--- src/logic/tcp_pkg.sv ---
package tcp_pkg;
  // Register offsets on the 4-bit address port.
  localparam logic [3:0] ADDR_FIRST_CONTROL = 4'h0;
  localparam logic [3:0] ADDR_SECOND_CONTROL = 4'h1;
  localparam logic [3:0] ADDR_STATUS = 4'h2;
  localparam logic [3:0] ADDR_CMP1_HIGH = 4'h3;
  localparam logic [3:0] ADDR_CMP1_LOW = 4'h4;
  localparam logic [3:0] ADDR_CMP2_HIGH = 4'h5;
  localparam logic [3:0] ADDR_CMP2_LOW = 4'h6;
  localparam logic [3:0] ADDR_COUNT_HIGH = 4'h7;
  localparam logic [3:0] ADDR_COUNT_LOW = 4'h8;
  localparam logic [3:0] ADDR_CAP1_HIGH = 4'h9;
  localparam logic [3:0] ADDR_CAP1_LOW = 4'hA;
  localparam logic [3:0] ADDR_CAP2_HIGH = 4'hB;
  localparam logic [3:0] ADDR_CAP2_LOW = 4'hC;
  // First control register fields.
  localparam int C1_CAP_IRQ_EN = 7;
  localparam int C1_CMP_IRQ_EN = 6;
  localparam int C1_OVF_IRQ_EN = 5;
  localparam int C1_FORCE_TWO = 4;
  localparam int C1_LEVEL_TWO = 2;
  localparam int C1_EDGE_ONE = 1;
  localparam int C1_FORCE_ONE = 3;
  localparam int C1_LEVEL_ONE = 0;
  // Second control register fields.
  localparam int C2_PIN_EN_ONE = 7;
  localparam int C2_PIN_EN_TWO = 6;
  localparam int C2_ONE_PULSE = 5;
  localparam int C2_PWM = 4;
  localparam int C2_CLK_SEL_HI = 3;
  localparam int C2_CLK_SEL_LO = 2;
  localparam int C2_EDGE_TWO = 1;
  localparam int C2_EXT_EDGE = 0;
  // Flag vector indices; status bit is index plus FLAG_SHIFT.
  localparam int FLG_CAP1 = 4;
  localparam int FLG_CMP1 = 3;
  localparam int FLG_OVF = 2;
  localparam int FLG_CAP2 = 1;
  localparam int FLG_CMP2 = 0;
  localparam int FLAG_SHIFT = 3;
  // Reset and reload values.
  localparam logic [7:0] CTRL_RESET = 8'h00;
  localparam logic [15:0] COUNT_RELOAD = 16'hFFFC;
  localparam logic [15:0] CMP_RESET = 16'h8000;
  localparam logic [15:0] COUNT_MAX = 16'hFFFF;
  // Timer clock selection codes.
  localparam logic [1:0] CLK_DIV2 = 2'b00;
  localparam logic [1:0] CLK_DIV4 = 2'b01;
  localparam logic [1:0] CLK_DIV8 = 2'b10;
  localparam logic [1:0] CLK_EXT = 2'b11;
  localparam logic [2:0] DIV2_MASK = 3'h1;
  localparam logic [2:0] DIV4_MASK = 3'h3;
  localparam logic [2:0] DIV8_MASK = 3'h7;
endpackage : tcp_pkg

--- src/logic/tcp_tick_if.sv ---
`timescale 1ns/100ps
`default_nettype none
// Carries the clock selection to the prescaler and its tick back.
interface tcp_tick_if;
  logic [1:0] clock_select;
  logic ext_edge_sel;
  logic tick;
  modport src (input clock_select, input ext_edge_sel, output tick);
  modport dst (output clock_select, output ext_edge_sel, input tick);
endinterface : tcp_tick_if
`default_nettype wire

--- src/logic/tcp_top.sv ---
`timescale 1ns/100ps
`default_nettype none
module tcp_top (
  input wire logic clock,
  input wire logic rst_n,
  input wire logic [3:0] addr,
  input wire logic [7:0] wdata,
  input wire logic wr,
  input wire logic rd,
  output logic [7:0] rdata,
  input wire logic cpu_irq_mask,
  output logic timer_irq,
  input wire logic ext_clk,
  input wire logic capture_input_one,
  input wire logic capture_input_two,
  output logic compare_output_pin_one,
  output logic compare_output_pin_one_oe,
  output logic compare_output_pin_two,
  output logic compare_output_pin_two_oe
);
  import tcp_pkg::*;

  // Register state.
  logic [7:0] first_control_reg_q;
  logic [7:0] second_control_reg_q;
  logic [15:0] cmp_q [2];
  logic [15:0] shadow_q [2];
  logic [1:0] inhibit_q;
  logic [15:0] count_q;
  logic [15:0] cap1_q;
  logic [15:0] cap2_q;
  logic [4:0] flags_q;
  logic [4:0] armed_q;
  logic [1:0] eq_q;
  logic pin1_q;
  logic pin2_q;
  logic irq_q;
  logic wrap_q;
  logic [7:0] rdata_q;

  // Decoded modes and accesses.
  logic pwm_mode;
  logic opm_mode;
  logic level_one;
  logic level_two;
  logic plus_one;
  logic [1:0] cap_edge;
  logic [1:0] hit;
  logic [1:0] eq;
  logic [15:0] target [2];
  logic [4:0] flag_set;
  logic [4:0] flag_acc;
  logic sr_read;
  logic opm_trig;
  logic cap1_take;
  logic period_end;
  logic count_write;
  logic force_one;
  logic force_two;
  logic [1:0] low_wr;
  logic [1:0] high_wr;

  tcp_tick_if tk ();

  tcp_prescale u_prescale (
    .clock(clock),
    .rst_n(rst_n),
    .ext_clk(ext_clk),
    .tk(tk.src)
  );

  tcp_edge_sync #(.W(2)) u_capture_sync (
    .clock(clock),
    .rst_n(rst_n),
    .pin({capture_input_two, capture_input_one}),
    .rising_sel({second_control_reg_q[C2_EDGE_TWO],
                 first_control_reg_q[C1_EDGE_ONE]}),
    .edge_pulse(cap_edge)
  );

  assign tk.clock_select =
    second_control_reg_q[C2_CLK_SEL_HI:C2_CLK_SEL_LO];
  assign tk.ext_edge_sel = second_control_reg_q[C2_EXT_EDGE];

  // Mode decode; modulation wins when both select bits are set.
  assign pwm_mode = second_control_reg_q[C2_PWM];
  assign opm_mode = second_control_reg_q[C2_ONE_PULSE] & ~pwm_mode;
  assign level_one = first_control_reg_q[C1_LEVEL_ONE];
  assign level_two = first_control_reg_q[C1_LEVEL_TWO];
  assign plus_one = (tk.clock_select != CLK_DIV2);

  // Bus decode.
  assign sr_read = rd && (addr == ADDR_STATUS);
  assign high_wr[0] = wr && (addr == ADDR_CMP1_HIGH);
  assign high_wr[1] = wr && (addr == ADDR_CMP2_HIGH);
  assign low_wr[0] = wr && (addr == ADDR_CMP1_LOW);
  assign low_wr[1] = wr && (addr == ADDR_CMP2_LOW);
  assign count_write = wr && (addr == ADDR_COUNT_LOW);
  assign force_one = wr && (addr == ADDR_FIRST_CONTROL) &&
                     wdata[C1_FORCE_ONE] && !opm_mode && !pwm_mode;
  assign force_two = wr && (addr == ADDR_FIRST_CONTROL) &&
                     wdata[C1_FORCE_TWO] && !opm_mode && !pwm_mode;

  // Compare detection per channel, one pulse on the first equal cycle.
  generate
    for (genvar i = 0; i < 2; i++) begin : g_cmp
      logic [15:0] ref_val;
      assign ref_val = pwm_mode ? shadow_q[i] : cmp_q[i];
      assign target[i] = plus_one ? ref_val + 16'h0001 : ref_val;
      assign eq[i] = (count_q == target[i]);
      assign hit[i] = eq[i] && !eq_q[i] &&
                      (pwm_mode || !inhibit_q[i]);
    end
  endgenerate

  // Events that reload the counter or capture.
  assign opm_trig = opm_mode && cap_edge[0];
  assign cap1_take = cap_edge[0] && !pwm_mode;
  assign period_end = pwm_mode && hit[1];

  // Flag set terms; compare flags never set in modulation mode.
  always_comb begin
    flag_set = 5'b00000;
    flag_set[FLG_CMP1] = hit[0] && !pwm_mode && !opm_mode;
    flag_set[FLG_CMP2] = hit[1] && !pwm_mode;
    flag_set[FLG_CAP1] = cap1_take || period_end;
    flag_set[FLG_CAP2] = cap_edge[1];
    flag_set[FLG_OVF] = tk.tick && (count_q == COUNT_MAX) && !wrap_q &&
                        !opm_trig && !period_end && !count_write;
  end

  // Second clearing step: access to the matching low byte.
  always_comb begin
    flag_acc = 5'b00000;
    flag_acc[FLG_CMP1] = (rd || wr) && (addr == ADDR_CMP1_LOW);
    flag_acc[FLG_CMP2] = (rd || wr) && (addr == ADDR_CMP2_LOW);
    flag_acc[FLG_CAP1] = (rd || wr) && (addr == ADDR_CAP1_LOW);
    flag_acc[FLG_CAP2] = (rd || wr) && (addr == ADDR_CAP2_LOW);
    flag_acc[FLG_OVF] = (rd || wr) && (addr == ADDR_COUNT_LOW);
  end

  // Control registers; force bits are actions and are not stored.
  always_ff @(posedge clock or negedge rst_n) begin
    if (!rst_n) begin
      first_control_reg_q <= CTRL_RESET;
      second_control_reg_q <= CTRL_RESET;
    end else if (wr) begin
      if (addr == ADDR_FIRST_CONTROL) begin
        first_control_reg_q <= wdata &
          ~((8'h01 << C1_FORCE_ONE) | (8'h01 << C1_FORCE_TWO));
      end
      if (addr == ADDR_SECOND_CONTROL) begin
        second_control_reg_q <= wdata;
      end
    end
  end

  // Compare values, write lock and modulation shadows.
  always_ff @(posedge clock or negedge rst_n) begin
    if (!rst_n) begin
      cmp_q[0] <= CMP_RESET;
      cmp_q[1] <= CMP_RESET;
      shadow_q[0] <= CMP_RESET;
      shadow_q[1] <= CMP_RESET;
      inhibit_q <= 2'b00;
    end else begin
      for (int i = 0; i < 2; i++) begin
        if (high_wr[i]) begin
          cmp_q[i][15:8] <= wdata;
          inhibit_q[i] <= 1'b1;
        end else if (low_wr[i]) begin
          cmp_q[i][7:0] <= wdata;
          inhibit_q[i] <= 1'b0;
        end
        if (!pwm_mode) begin
          shadow_q[i] <= cmp_q[i];
        end else if (period_end && !inhibit_q[i]) begin
          shadow_q[i] <= cmp_q[i];
        end
      end
    end
  end

  // Equality history so a match acts once.
  always_ff @(posedge clock or negedge rst_n) begin
    if (!rst_n) begin
      eq_q <= 2'b00;
    end else begin
      eq_q <= eq;
    end
  end

  // At half rate the period value stands one full count before the reload.
  always_ff @(posedge clock or negedge rst_n) begin
    if (!rst_n) begin
      wrap_q <= 1'b0;
    end else if (period_end && !plus_one) begin
      wrap_q <= 1'b1;
    end else if (tk.tick || !pwm_mode) begin
      wrap_q <= 1'b0;
    end
  end

  // Free-running counter with its reload events.
  always_ff @(posedge clock or negedge rst_n) begin
    if (!rst_n) begin
      count_q <= COUNT_RELOAD;
    end else if (opm_trig || count_write || (period_end && plus_one)) begin
      count_q <= COUNT_RELOAD;
    end else if (tk.tick) begin
      count_q <= wrap_q ? COUNT_RELOAD : count_q + 16'h0001;
    end
  end

  // Capture registers.
  always_ff @(posedge clock or negedge rst_n) begin
    if (!rst_n) begin
      cap1_q <= 16'h0000;
      cap2_q <= 16'h0000;
    end else begin
      if (cap1_take) begin
        cap1_q <= count_q;
      end
      if (cap_edge[1]) begin
        cap2_q <= count_q;
      end
    end
  end

  // Sticky flags: a set in the clearing cycle wins.
  always_ff @(posedge clock or negedge rst_n) begin
    if (!rst_n) begin
      flags_q <= 5'b00000;
      armed_q <= 5'b00000;
    end else begin
      for (int i = 0; i < 5; i++) begin
        flags_q[i] <= flag_set[i] ||
                      (flags_q[i] && !(armed_q[i] && flag_acc[i]));
        if (sr_read) begin
          armed_q[i] <= flags_q[i];
        end else if (flag_acc[i]) begin
          armed_q[i] <= 1'b0;
        end
      end
    end
  end

  // Compare pin one latch in the three modes.
  always_ff @(posedge clock or negedge rst_n) begin
    if (!rst_n) begin
      pin1_q <= 1'b0;
    end else if (second_control_reg_q[C2_PIN_EN_ONE]) begin
      if (pwm_mode) begin
        if (hit[1]) begin
          pin1_q <= level_two;
        end else if (hit[0]) begin
          pin1_q <= level_one;
        end
      end else if (opm_mode) begin
        if (opm_trig) begin
          pin1_q <= level_two;
        end else if (hit[0]) begin
          pin1_q <= level_one;
        end
      end else if (hit[0] || force_one) begin
        pin1_q <= level_one;
      end
    end
  end

  // Compare pin two latch; idle in one-pulse and modulation modes.
  always_ff @(posedge clock or negedge rst_n) begin
    if (!rst_n) begin
      pin2_q <= 1'b0;
    end else if (second_control_reg_q[C2_PIN_EN_TWO] && !opm_mode &&
                 !pwm_mode && (hit[1] || force_two)) begin
      pin2_q <= level_two;
    end
  end

  // Output enables follow the pin enable bits.
  assign compare_output_pin_one = pin1_q;
  assign compare_output_pin_two = pin2_q;
  assign compare_output_pin_one_oe = second_control_reg_q[C2_PIN_EN_ONE];
  assign compare_output_pin_two_oe = second_control_reg_q[C2_PIN_EN_TWO];

  // Timer interrupt request, gated by enables and the processor mask.
  always_ff @(posedge clock or negedge rst_n) begin
    if (!rst_n) begin
      irq_q <= 1'b0;
    end else begin
      irq_q <= !cpu_irq_mask &&
        ((first_control_reg_q[C1_CMP_IRQ_EN] &&
          (flags_q[FLG_CMP1] || flags_q[FLG_CMP2])) ||
         (first_control_reg_q[C1_CAP_IRQ_EN] &&
          (flags_q[FLG_CAP1] || flags_q[FLG_CAP2])) ||
         (first_control_reg_q[C1_OVF_IRQ_EN] && flags_q[FLG_OVF]));
    end
  end
  assign timer_irq = irq_q;

  // Read data appear in the cycle after the read strobe, zero otherwise.
  always_ff @(posedge clock or negedge rst_n) begin
    if (!rst_n) begin
      rdata_q <= 8'h00;
    end else if (rd) begin
      unique case (addr)
        ADDR_FIRST_CONTROL: rdata_q <= first_control_reg_q;
        ADDR_SECOND_CONTROL: rdata_q <= second_control_reg_q;
        ADDR_STATUS: rdata_q <= {flags_q, 3'b000};
        ADDR_CMP1_HIGH: rdata_q <= cmp_q[0][15:8];
        ADDR_CMP1_LOW: rdata_q <= cmp_q[0][7:0];
        ADDR_CMP2_HIGH: rdata_q <= cmp_q[1][15:8];
        ADDR_CMP2_LOW: rdata_q <= cmp_q[1][7:0];
        ADDR_COUNT_HIGH: rdata_q <= count_q[15:8];
        ADDR_COUNT_LOW: rdata_q <= count_q[7:0];
        ADDR_CAP1_HIGH: rdata_q <= cap1_q[15:8];
        ADDR_CAP1_LOW: rdata_q <= cap1_q[7:0];
        ADDR_CAP2_HIGH: rdata_q <= cap2_q[15:8];
        ADDR_CAP2_LOW: rdata_q <= cap2_q[7:0];
        default: rdata_q <= 8'h00;
      endcase
    end else begin
      rdata_q <= 8'h00;
    end
  end
  assign rdata = rdata_q;
endmodule : tcp_top
`default_nettype wire

--- src/logic/tcp_edge_sync.sv ---
`timescale 1ns/100ps
`default_nettype none
module tcp_edge_sync #(
  parameter int W = 2
) (
  input wire logic clock,
  input wire logic rst_n,
  input wire logic [W-1:0] pin,
  input wire logic [W-1:0] rising_sel,
  output logic [W-1:0] edge_pulse
);
  // Each pin passes three flip-flops; the edge is seen between the second and third.
  generate
    for (genvar i = 0; i < W; i++) begin : g_bit
      logic s1_q;
      logic s2_q;
      logic s3_q;
      always_ff @(posedge clock or negedge rst_n) begin
        if (!rst_n) begin
          s1_q <= 1'b0;
          s2_q <= 1'b0;
          s3_q <= 1'b0;
        end else begin
          s1_q <= pin[i];
          s2_q <= s1_q;
          s3_q <= s2_q;
        end
      end
      // Rising or falling transition, as selected.
      assign edge_pulse[i] = rising_sel[i] ? (s2_q & ~s3_q) : (~s2_q & s3_q);
    end
  endgenerate
endmodule : tcp_edge_sync
`default_nettype wire

--- src/logic/tcp_prescale.sv ---
`timescale 1ns/100ps
`default_nettype none
module tcp_prescale
  import tcp_pkg::*;
(
  input wire logic clock,
  input wire logic rst_n,
  input wire logic ext_clk,
  tcp_tick_if.src tk
);
  logic [2:0] div_q;
  logic e1_q;
  logic e2_q;
  logic e3_q;
  logic tick_q;
  logic [2:0] mask;
  logic ext_edge;

  // Free divider of the system clock.
  always_ff @(posedge clock or negedge rst_n) begin
    if (!rst_n) begin
      div_q <= 3'h0;
    end else begin
      div_q <= div_q + 3'h1;
    end
  end

  // External clock is synchronised before its edge is looked at.
  always_ff @(posedge clock or negedge rst_n) begin
    if (!rst_n) begin
      e1_q <= 1'b0;
      e2_q <= 1'b0;
      e3_q <= 1'b0;
    end else begin
      e1_q <= ext_clk;
      e2_q <= e1_q;
      e3_q <= e2_q;
    end
  end

  // Divider mask and external edge for the selected source.
  always_comb begin
    unique case (tk.clock_select)
      CLK_DIV2: mask = DIV2_MASK;
      CLK_DIV4: mask = DIV4_MASK;
      default: mask = DIV8_MASK;
    endcase
    ext_edge = tk.ext_edge_sel ? (e2_q & ~e3_q) : (~e2_q & e3_q);
  end

  // One-cycle tick per timer count.
  always_ff @(posedge clock or negedge rst_n) begin
    if (!rst_n) begin
      tick_q <= 1'b0;
    end else if (tk.clock_select == CLK_EXT) begin
      tick_q <= ext_edge;
    end else begin
      tick_q <= ((div_q & mask) == mask);
    end
  end

  assign tk.tick = tick_q;
endmodule : tcp_prescale
`default_nettype wire

--- config.mk ---
export PLATFORM = sky130hd
export DESIGN_NAME = tcp_top
export DESIGN_NICKNAME = d
export VERILOG_FILES = /design/src/logic/tcp_pkg.sv /design/src/logic/tcp_tick_if.sv /design/src/logic/tcp_top.sv /design/src/logic/tcp_edge_sync.sv /design/src/logic/tcp_prescale.sv
export SDC_FILE = /design/constraint.sdc
export NUM_CORES = 1
export LEC_CHECK = 0
export ABC_AREA = 1
export BUFFER_PORTS_ARGS = -buffer_cell sky130_fd_sc_hd__buf_4
export CAP_MARGIN = 20
export CORE_UTILIZATION = 60
export CTS_BUF_LIST = sky130_fd_sc_hd__clkbuf_2
export CTS_CLUSTER_SIZE = 40
export DETAILED_ROUTE_END_ITERATION = 8
export PLACE_DENSITY = 0.76
export SETUP_SLACK_MARGIN = 0.1
export SYNTH_ARGS = -nofsm -noshare
export SYNTH_HDL_FRONTEND = slang
export SYNTH_SLANG_ARGS = --single-unit
--- constraint.sdc ---
create_clock -name clock -period 6.8 [get_ports clock]
set_input_delay 1.36 -clock clock [delete_from_list [all_inputs] [get_ports clock]]
set_output_delay 1.36 -clock clock [all_outputs]
set_load 0.05 [all_outputs]
Word level (Yosys, flattened, before mapping)
Index checks and enable logic that the tools add are counted.

word-level totals
  register bits after elaboration = 165

operators by class
  $add $sub $neg = 4
  equality and inequality tests = 20
  multiplexer cells = 40
  bitwise gates (word level) = 17
  reduce and logical (&&, ||, !) cells = 107

operators with widths
  operator                                       count
  two-way mux 16 bit                             11
  case mux 8 bit (13 select lines)               1
  logical AND 1 bit                              54
  adder 16 x 1 -> 16 bit, second input constant  3
  == test 16 bit                                 2
  two-way mux 1 bit                              26
  == test 4 bit, second input constant           5
  nonzero test 2 bit                             10
  logical OR 1 bit                               18
  zero test 1 bit                                17
  == test 16 bit, second input constant          1
  == test 4 x 3 -> 1 bit, second input constant  4
  AND reduction 2 bit                            5
  inverter 1 bit                                 9
  == test 4 x 2 -> 1 bit, second input constant  2
  two-way mux 8 bit                              1
  bitwise AND 1 bit                              7
  case mux 3 bit (2 select lines)                1
  == test 4 x 1 -> 1 bit, second input constant  1
  zero test 4 bit                                1
  != test 2 x 1 -> 1 bit, second input constant  2
  adder 3 x 1 -> 3 bit, second input constant    1
  bitwise AND 3 bit                              1
  == test 3 bit                                  1
  4 further kinds                                4

Depth between registers and ports, before layout
Gate-level depths: netlist of the first run.

  depth after elaboration = 11
  mapped depth = 24
  depth with buffers taken out = 22

Modules after synthesis
Synthesis of the first run repeated with hierarchy kept, for this count alone.

second synthesis, totals
  cells, all modules = 1247
  area, all modules = 9198.8 um^2

modules (own cells, without submodules)
  module         instances  cells an instance  area each (um^2)
  tcp_top        1          1203               8732.1
  tcp_prescale   1          26                 266.5
  tcp_edge_sync  1          18                 200.2

Worst setup path before layout of the first run
OpenSTA, ideal clock, no wires.

  path kind = input port to flip-flop
  start point = input addr[2]
  end point = register cmp_q[16] (netlist name)
  arrival time = 2.564 ns
  required time = 6.669 ns
  path slack = 4.105 ns
  stages = 8
  path buffers = 1
  path through = inv_1 -> nor2_1 -> inv_1 -> nor2_1 -> clkinv_1 -> nor2_1 -> clkbuf_1 -> o21ai_0

between the ends
  word-level cells in the longest chain between the ends = 4
  elaborated cells between the ends (all ways) = 6

RTL lines
  element                                   RTL line        RTL
  from (decl)                               tcp_top.sv:6    input wire logic [3:0] addr,
  == test 4 x 2 -> 1 bit                    tcp_top.sv:94   assign high_wr[0] = wr && (addr == ADDR_CMP1_HIGH);
  logical AND 1 bit                         tcp_top.sv:94
  inverter 1 bit (no source line)           -
  AND reduction 2 bit (no source line) (*)  -
  to (signal, indexed assignment)           tcp_top.sv:169  cmp_q[i][15:8] <= wdata;
  to (signal, indexed assignment)           tcp_top.sv:172  cmp_q[i][7:0] <= wdata;
  to (decl)                                 tcp_top.sv:26   logic [15:0] cmp_q [2];

Mark *: on every way between the ends. The rest lies on a longest branch, timed or not.
A chain may end at the register's enable or synchronous reset.

Worst setup path in the final report of the first run
  start point = register second_control_reg_q[4]
  end point = register shadow_q[21] (netlist name)

between the ends
  word-level cells in the longest chain between the ends = 9
  elaborated cells between the ends (all ways) = 11

RTL lines
  element                                  RTL line        RTL
  from (decl)                              tcp_top.sv:25   logic [7:0] second_control_reg_q;
  from (signal assigned)                   tcp_top.sv:153  second_control_reg_q <= wdata;
  two-way mux 16 bit                       tcp_top.sv:108  assign ref_val = pwm_mode ? shadow_q[i] : cmp_q[i];
  adder 16 x 1 -> 16 bit                   tcp_top.sv:109  assign target[i] = plus_one ? ref_val + 16'h0001 : ref_val;
  two-way mux 16 bit                       tcp_top.sv:109
  == test 16 bit                           tcp_top.sv:110  assign eq[i] = (count_q == target[i]);
  logical AND 1 bit (2 in a row)           tcp_top.sv:111  assign hit[i] = eq[i] && !eq_q[i] &&
  logical AND 1 bit                        tcp_top.sv:119  assign period_end = pwm_mode && hit[1];
  logical AND 1 bit                        tcp_top.sv:177  end else if (period_end && !inhibit_q[i]) begin
  != test 2 x 1 -> 1 bit (no source line)  -
  to (signal, indexed assignment)          tcp_top.sv:176  shadow_q[i] <= cmp_q[i];
  to (signal, indexed assignment)          tcp_top.sv:178  shadow_q[i] <= cmp_q[i];
  to (decl)                                tcp_top.sv:27   logic [15:0] shadow_q [2];

Several ways; a longest one is shown, not always the timed one.

==> results.toml, run 1 <==
[outcome]
status = "finished, final reports clean"

[critical_path]
slowest_delay_ns = 0.72
required_ns = 7.53
rr_startpoint = "second_control_reg_q[4]"
cp_slowest_cell = "o21ai_4"
critPathKind = "reg -> reg"
crit_buf_inv = 1
worstReg2RegEnd = "shadow_q[21]"
crit_family = "simple AND/OR/NAND/NOR gates"
r2r_slack_ns = 3.15
cp_max_fo = 66
crit_cells = 16
end_kind = "flip-flop"
crit_start = "second_control_reg_q[4]"
cp-start-kind = "flip-flop"
path_cells = "buf_4, nand2_1, nand2_1, ha_1, nand2_1, nor2_4, nand3_2, nor2_2, nand2_1, nand2_1, nand2_1, nor2_2, nand4_4, o21ai_4, nand2_1, o21ai_1"
ff2ff_path_depth = 16
cpMostUsedCell = "nand2_1"
arrival_ns = 4.38
crit_end = "shadow_q[21]"

[yosys]
synth_top_area_frac = 0.3984
ys_seq_elements = 165
synth-edff-count = 0
synthCells = 1229
ys.flop_type = "dfrtp_1"
synth-async-reset-ratio = 1.000
syn_avg_cell_area_um2 = 7.512
yosys.area.top_type = "dfrtp_1"
synth.area.top_cells = "dfrtp_1, nand2_1, inv_1, o21ai_0, dfstp_2"
ys_warn_count = 0
synth_area_um2 = 9233
yosysSeqAreaShare = 0.4497
syn-num-nets = 1253
yosysUniqueCellTypes = 43

[clock_network]
cts_setup_buffers = 0
clk_pin_slew_ns = 0.26
h-tree-depth = 4
cts-root-buf = "clkbuf_2"
ctsLongestPathBuffers = 2
clkSinkCount = 165
cts_buffers = 17
tritoncts = "done"
clk-insertion-delay-late_ns = 0.79
cts_resized = 0
hold_buffers = 0

[min_path]
holdCritPathClass = "in -> async"

[sta]
tightest_slew_ns = 1.062
fmax_mhz = 274.1
drv_slew = 0
rsz0062_at_grt = "no"
setup_viol = 0
fin_crit_ns = 3.649
slew_headroom = 0.2896
finalHoldViolations = 0
min_period_over_period = 0.5366
finalClockSkew_ns = 0.03665
tns_ns = 0

[grt]
antenna_found_initial = 1
first_global_vias = 8003
grt_max_degree = 72
overflow = 0
grt_pass1_wl_mm = 43.64
grt_use_total = 0.3686

[pwr]
power_uw = 3340
ir_drop_uv = 262.6
powerDensity_nw_per_um2 = 341.8
leakagePower_uw = 0.004868

[drt]
wirelength_mm = 27.74
first_pass_iters = 6
remaining_drc_errors = 0
first_iter_violations = 774
via_per_inst = 5.901
vias = 8539
wl_per_cell_um = 19.17
ant_nets = 0

[floorplan]
die_w_um = 126.0
die_h_um = 126.0
rows = 44
core_region_area_um2 = 14750
pin_count = 33
initial_core_util = 0.6258
die_area_um2 = 15890

[place]
dp_hpwl_mm = 20.57
dp_cells = 1413
routabilityCongestion = 0.9836
io_buffers = 32

[finish]
fill_cells = 1302
syn2layout_area_growth_pct = 5.854
drive_above_1_share = 0.1070
final_nets = 1273
fin_cells = 1447

[job]
max_cap_viol_count = 0
-- how the worst min path moves through the flow --
stage,startpoint,to,slack [ns]
detailed placement,u_prescale.e1_q,u_prescale.e2_q,0.34
global route,rst_n,shadow_q[9],0.38
CTS,rst_n,shadow_q[4],0.39
finish,rst_n,shadow_q[9],0.39
global placement,u_capture_sync.g_bit[1].s1_q,u_capture_sync.g_bit[1].s2_q,0.33
floorplan,u_capture_sync.g_bit[0].s1_q,u_capture_sync.g_bit[0].s2_q,0.33
-- placed cells by master, fill, tap and decap left out, types with 4 or more instances in the layout --
master      count
clkinv_1        4
clkinvlp_4      5
nor2_1         79
clkbuf_2       18
buf_4          36
dfrtp_1       146
nor2_2         12
o22ai_1        23
a31oi_1         4
nor2_4          4
a21oi_1        17
dfstp_2        18
inv_1         163
nand3_1        69
a21oi_2         7
nor3_1         10
o21ai_0       115
o211ai_1        7
o21ai_1        24
ha_1            4
nand2_1       380
o31ai_1         4
a221oi_1       21
nand2_2         8
nand4_1        17
xor2_1         28
-- area by class of cell --
class                   instances  area [um2]  share of cell area
multi-input cells             858        4218              0.4316
flip-flops and latches        165        4153              0.4249
inverters                     169       634.4             0.06491
repair buffers                 38       296.5             0.03034
well taps                     184       230.2             0.02356
clock inverters                14       148.9             0.01523
clock buffers                  18       90.09            0.009218
diodes                          1       2.502           0.0002560
-- registers in the layout, summed over array words and instances, names as in the netlist, 2 cells and up --
| signal | count |
|---|---|
| cmp_q | 32 |
| shadow_q | 32 |
| cap1_q | 16 |
| cap2_q | 16 |
| count_q | 16 |
| rdata | 8 |
| second_control_reg_q | 8 |
| first_control_reg_q | 6 |
| armed_q | 5 |
| flags_q | 5 |
| u_prescale.div_q | 3 |
| eq_q | 2 |
| inhibit_q | 2 |
| u_capture_sync.g_bit.s1_q | 2 |
| u_capture_sync.g_bit.s2_q | 2 |
| u_capture_sync.g_bit.s3_q | 2 |
-- report_power, final --
| part | internal [uW] | switching [uW] |
|---|---|---|
| clock | 144 | 388 |
| combinational | 401 | 878 |
| sequential | 1270 | 254 |
-- layer usage --
metal,part of all wire,up-vias,GRT usage
met3,0.089,86,0.07816
met5,0,-,0
li1,-,4021,-
met1,0.42,4003,0.4975
met4,0.052,0,0.1928
met2,0.44,429,0.5619
-- cell families after synthesis --
| group | count (synthesis) | share of synthesized area |
|---|---|---|
| compound gates | 234 | 0.1507 |
| simple gates | 592 | 0.2737 |
| fa+ha+maj | 4 | 0.005421 |
| flops | 165 | 0.4497 |
| xor+xnor | 28 | 0.02656 |
| buf+inv | 206 | 0.09391 |
-- metrics by stage --
step / utilization / hold WS, ns / setup WS, ns / area [um2]
after floorplan: - / 0.3312 / 4.105 / 9233
after global placement: 0.6450 / 0.3320 / 3.297 / 9517
after detailed placement: 0.6450 / 0.3396 / 3.213 / 9517
after CTS: 0.6612 / 0.3856 / 3.188 / 9756
after global routing: 0.6624 / 0.3782 / 2.752 / 9773
final: 0.6624 / 0.3862 / 3.151 / 9773
-- cell usage after synthesis, types with 3 or more instances --
cell type  instances
a21oi_1           18
a21oi_2            6
a221oi_1          21
a31oi_1            4
buf_2              3
buf_4              6
buf_6              9
clkbuf_1          19
clkinv_1           4
dfrtp_1          147
dfstp_2           18
ha_1               4
inv_1            163
nand2_1          380
nand2_2            8
nand3_1           69
nand3b_1           3
nand4_1           17
nor2_1            79
nor2_2            12
nor2_4             4
nor3_1            10
o211ai_1           7
o21ai_0          115
o21ai_1           24
o21ai_2            3
o22ai_1           23
o31ai_1            4
xor2_1            28
Note: power is estimated with default switching activity, not from simulation.
==> run 2: changes to the inputs <==
- clock period: 6.8 -> 3.5 ns (I/O delays scaled with it)
==> results.toml, run 2 (same netlist as run 1, synthesis figures left out) <==
[outcome]
status = "finished, final reports clean"

[finish]
utilization = 0.6753
drive_above_1_share = 0.1170
fill_cells = 1308
syn2layout_area_growth_pct = 7.914
final_nets = 1293
mostFrequentLayoutCells = "nand2_1, inv_1, dfrtp_1"
multi_input_area_um2 = 4218
final_common_cell = "nand2_1"
ff_latch_area_um2 = 4153
biggestRegsByFlops = "cmp_q (32), shadow_q (32)"
fin_cells = 1467

[floorplan]
die_h_um = 126.0
initial_core_util = 0.6258
die_area_um2 = 15890
die_w_um = 126.0
core_region_area_um2 = 14750
rows = 44
pin_count = 33

[sta]
tns_ns = 0
finalWorstSetupSlack_ns = 0.3835
setup_viol = 0
min_period_over_period = 0.8904
fin_crit_ns = 3.117
finalClockSkew_ns = 0.03188
slew_headroom = 0.4024
drv_slew = 0
rsz0062_at_grt = "no"
finalHoldViolations = 0
tightest_slew_ns = 0.8931
fmax_mhz = 320.9

[critical_path]
arrival_ns = 3.78
slowest_delay_ns = 0.51
path_cells = "inv_2, nand2_1, nand2_1, ha_1, or2_2, nand3_1, nand3_1, nor2_1, nand2_1, nor2_1, nand2_1, nor2_4, nand4_4, o21ai_4, buf_4, nand2_1, o21ai_1"
end_kind = "flip-flop"
worstReg2RegEnd = "shadow_q[6]"
crit_family = "simple AND/OR/NAND/NOR gates"
rr_startpoint = "second_control_reg_q[4]"
cp-start-kind = "flip-flop"
crit_start = "second_control_reg_q[4]"
cp_slowest_cell = "dfrtp_2"
cp_max_fo = 32
critPathKind = "reg -> reg"
crit_buf_inv = 2
r2r_slack_ns = 0.38
ff2ff_path_depth = 17
cpMostUsedCell = "nand2_1"
required_ns = 4.16

[place]
dp_slack_ns = 0.4374
dp_hpwl_mm = 21.37
io_buffers = 32
routabilityCongestion = 0.9773
dp_cells = 1430

[drt]
first_pass_iters = 8
ant_nets = 0
wl_per_cell_um = 19.49
wirelength_mm = 28.59
remaining_drc_errors = 0
via_per_inst = 5.877
first_iter_violations = 953
vias = 8622

[pwr]
pwr-share-clk = 0.161
p_seq_frac = 0.451
ir_drop_uv = 456.3
p_comb_frac = 0.387
leakagePower_uw = 0.004980
internal_power_uw = 3637
power_switching_uw = 2945
powerDensity_nw_per_um2 = 660.7
swShare = 0.4474

[grt]
overflow = 0
grt_max_degree = 82
antenna_found_initial = 1
grt_pass1_wl_mm = 45.22
first_global_vias = 8122
grt_use_total = 0.3819

[min_path]
min_from = "wdata[4]"
holdCritPathClass = "in -> reg"
holdPathStages = 3
holdPathEnd = "cmp_q[20]"

[clock_network]
cts_setup_buffers = 0
clk-insertion-delay-late_ns = 0.74
clkSinkCount = 165
ctsLongestPathBuffers = 2
cts-root-buf = "clkbuf_2"
h-tree-depth = 4
tritoncts = "done"
cts_buffers = 17
clk_pin_slew_ns = 0.24

[job]
max_cap_viol_count = 0
-- run 2: routing by layer --
metal | global-route usage | vias up | routed length [um]
met1 | 0.5236 | 4060 | 11650
met5 | 0 | - | 0
met2 | 0.5850 | 418 | 13070
met3 | 0.08751 | 89 | 2734
met4 | 0.1623 | 0 | 1129
li1 | - | 4055 | -
-- run 2: final cells by class --
type / instances / area share
Multi-Input combinational cell: 858 / 0.4233
Sequential cell: 165 / 0.4168
Inverter: 169 / 0.06367
Timing Repair Buffer: 58 / 0.04835
Tap cell: 184 / 0.02311
Clock inverter: 13 / 0.01494
Clock buffer: 19 / 0.009544
Antenna cell: 1 / 0.0002512
-- run 2: how the worst max path moves through the flow --
stage / end / slack [ns] / depth (start not counted)
finish: shadow_q[6] / 0.38 / 17
global route: shadow_q[10] / 0.12 / 17
detailed placement: shadow_q[27] / 0.44 / 17
floorplan: shadow_q[31] / 0.91 / 18
CTS: shadow_q[27] / 0.39 / 17
global placement: compare_output_pin_one / 0.52 / 19
-- run 2: through the flow --
stage / hold WS (ns) / power [uW] / cell area, um2
2_1_floorplan: 0.3312 / 4661 / 9233
3_3_place_gp: 0.3335 / 5426 / 9669
3_5_place_dp: 0.3403 / 5475 / 9669
4_1_cts: 0.1362 / 6527 / 9953
5_1_grt: 0.1088 / 7043 / 9963
6_report: 0.1759 / 6582 / 9963
-- run 2: power by group through the flow --
stage	combinational (uW)	sequential (uW)	clock (uW)
2_1_floorplan	1780	2880	0
3_3_place_gp	2450	2980	0
3_5_place_dp	2490	2980	0
4_1_cts	2500	2950	1070
5_1_grt	2870	3020	1150
6_report	2550	2970	1060
-- run 2: worst min-delay path, cell delays in order --
cell and delay [ns]:
buf_4 0.08, nand2_1 0.04, o21ai_0 0.06
-- run 2: what timing repair did --
item | CTS | global route
resized for setup | 0 | 3
endpoints found under the setup margin | 0 | 7
hold buffers | 4 | 0
endpoints found under the hold margin | 77 | 0
==> run 3: changes to the inputs <==
- CORE_ASPECT_RATIO: default -> 0.9
==> results.toml, run 3 (same netlist as run 1, synthesis figures left out) <==
[floorplan]
die_h_um = 119.7
core_region_area_um2 = 14870
die_area_um2 = 15890
pin_count = 33
die_w_um = 132.8
rows = 42
initial_core_util = 0.6208

[sta]
min_period_over_period = 0.9005
fmax_mhz = 317.3
slew_headroom = 0.4948
rsz0062_at_grt = "no"
tightest_slew_ns = 0.7549
drv_slew = 0
finalWorstSetupSlack_ns = 0.3482
fin_crit_ns = 3.152
tns_ns = 0
setup_viol = 0
finalClockSkew_ns = 0.03756
finalHoldViolations = 0

[critical_path]
r2r_slack_ns = 0.35
required_ns = 4.21
rr_startpoint = "second_control_reg_q[4]"
path_cells = "buf_4, nand2_1, o21ai_2, ha_1, or2_2, nand3_1, nand3_1, nor2_1, nand2_1, nor2_1, nand2_1, nor2_4, nand4_4, o21ai_4, buf_4, nor2_1, a21oi_1"
cp-start-kind = "flip-flop"
slowest_delay_ns = 0.54
arrival_ns = 3.86
end_kind = "flip-flop"
ff2ff_path_depth = 17
critPathKind = "reg -> reg"
worstReg2RegEnd = "shadow_q[27]"
cp_max_fo = 32
cp_slowest_cell = "dfrtp_2"

[min_path]
min_from = "wdata[1]"
holdCritPathClass = "in -> reg"
holdPathStages = 3
holdPathEnd = "cmp_q[17]"

[clock_network]
h-tree-depth = 4
tritoncts = "done"
ctsLongestPathBuffers = 2
clkSinkCount = 165
clk-insertion-delay-late_ns = 0.78
clk_pin_slew_ns = 0.26
cts-root-buf = "clkbuf_2"
cts_buffers = 17

[finish]
final_common_cell = "nand2_1"
utilization = 0.6740
syn2layout_area_growth_pct = 8.565
mostFrequentLayoutCells = "nand2_1, inv_1, dfrtp_1"
biggestRegsByFlops = "cmp_q (32), shadow_q (32)"
fill_cells = 1293
final_nets = 1298
drive_above_1_share = 0.1212

[job]
max_cap_viol_count = 0

[pwr]
powerDensity_nw_per_um2 = 665.8
ir_drop_uv = 449.4
leakagePower_uw = 0.005023

[grt]
overflow = 0
antenna_found_initial = 1
grt_use_total = 0.3860
grt_max_degree = 74
first_global_vias = 8109
grt_pass1_wl_mm = 45.82

[drt]
wirelength_mm = 28.69
wl_per_cell_um = 19.29
first_iter_violations = 993
ant_nets = 0
first_pass_iters = 6
remaining_drc_errors = 0
vias = 8700
via_per_inst = 5.851

[place]
dp_hpwl_mm = 21.50
routabilityCongestion = 1.027
io_buffers = 32
dp_slack_ns = 0.3980

[outcome]
status = "finished, final reports clean"
-- run 3: routing by layer --
metal / wire length, um / part of all wire / vias to the layer above / global-route usage
met5: 0 / 0 / - / 0
met4: 1311 / 0.046 / 0 / 0.1789
met3: 2847 / 0.099 / 81 / 0.08407
met2: 12340 / 0.43 / 460 / 0.5717
met1: 12190 / 0.42 / 4085 / 0.5425
li1: - / - / 4074 / -
-- run 3: critical path: cells and delay by family, from the launching register on --
kind                       cells  cell delay (ns)
and+or+nand+nor               11             1.28
buffers and inverters          2             0.52
AOI/OAI and AO/OA              3             0.43
DFF                            1             0.54
adders and majority gates      1             0.31
-- run 3: through the flow --
| step | hold slack (ns) | instances | total power [uW] | instance area [um2] |
|---|---|---|---|---|
| finish | 0.1128 | 1487 | 6674 | 10020 |
| global route | 0.07677 | 1487 | 7100 | 10020 |
| global placement | 0.3351 | 1447 | 5440 | 9697 |
| floorplan | 0.3312 | 1229 | 4661 | 9233 |
| CTS | 0.1128 | 1483 | 6588 | 9997 |
| detailed placement | 0.3357 | 1447 | 5484 | 9697 |
-- run 3: power by group --
group          switching (uW)  total [uW]  internal, uW
logic                    1760        2580           822
registers                 496        2970          2480
clock network             762        1120           358
-- run 3: area by class of cell --
class,count,area (um2),area share
clock inverter,14,170.2,0.01698
tap,198,247.7,0.02472
antenna,2,5.005,0.0004993
clock buffer,18,90.09,0.008988
multi-input combinational,858,4218,0.4208
sequential,165,4153,0.4143
inverter,169,636.9,0.06354
timing repair buffer,63,503.0,0.05018
-- run 3: repair_timing --
item	4_1_cts	5_1_grt
endpoints found under the hold margin	47	0
setup endpoints to repair	0	1
hold buffers	4	0
buffers inserted	0	2
resized for setup	0	3
-- run 3: how the worst max path moves through the flow --
stage | end | cells past startpoint | from
2_1_floorplan | shadow_q[31] | 18 | second_control_reg_q[4]
5_1_grt | compare_output_pin_one | 22 | second_control_reg_q[4]
3_3_place_gp | shadow_q[27] | 15 | second_control_reg_q[4]
6_report | shadow_q[27] | 17 | second_control_reg_q[4]
3_5_place_dp | shadow_q[22] | 17 | second_control_reg_q[4]
4_1_cts | shadow_q[28] | 15 | second_control_reg_q[4]
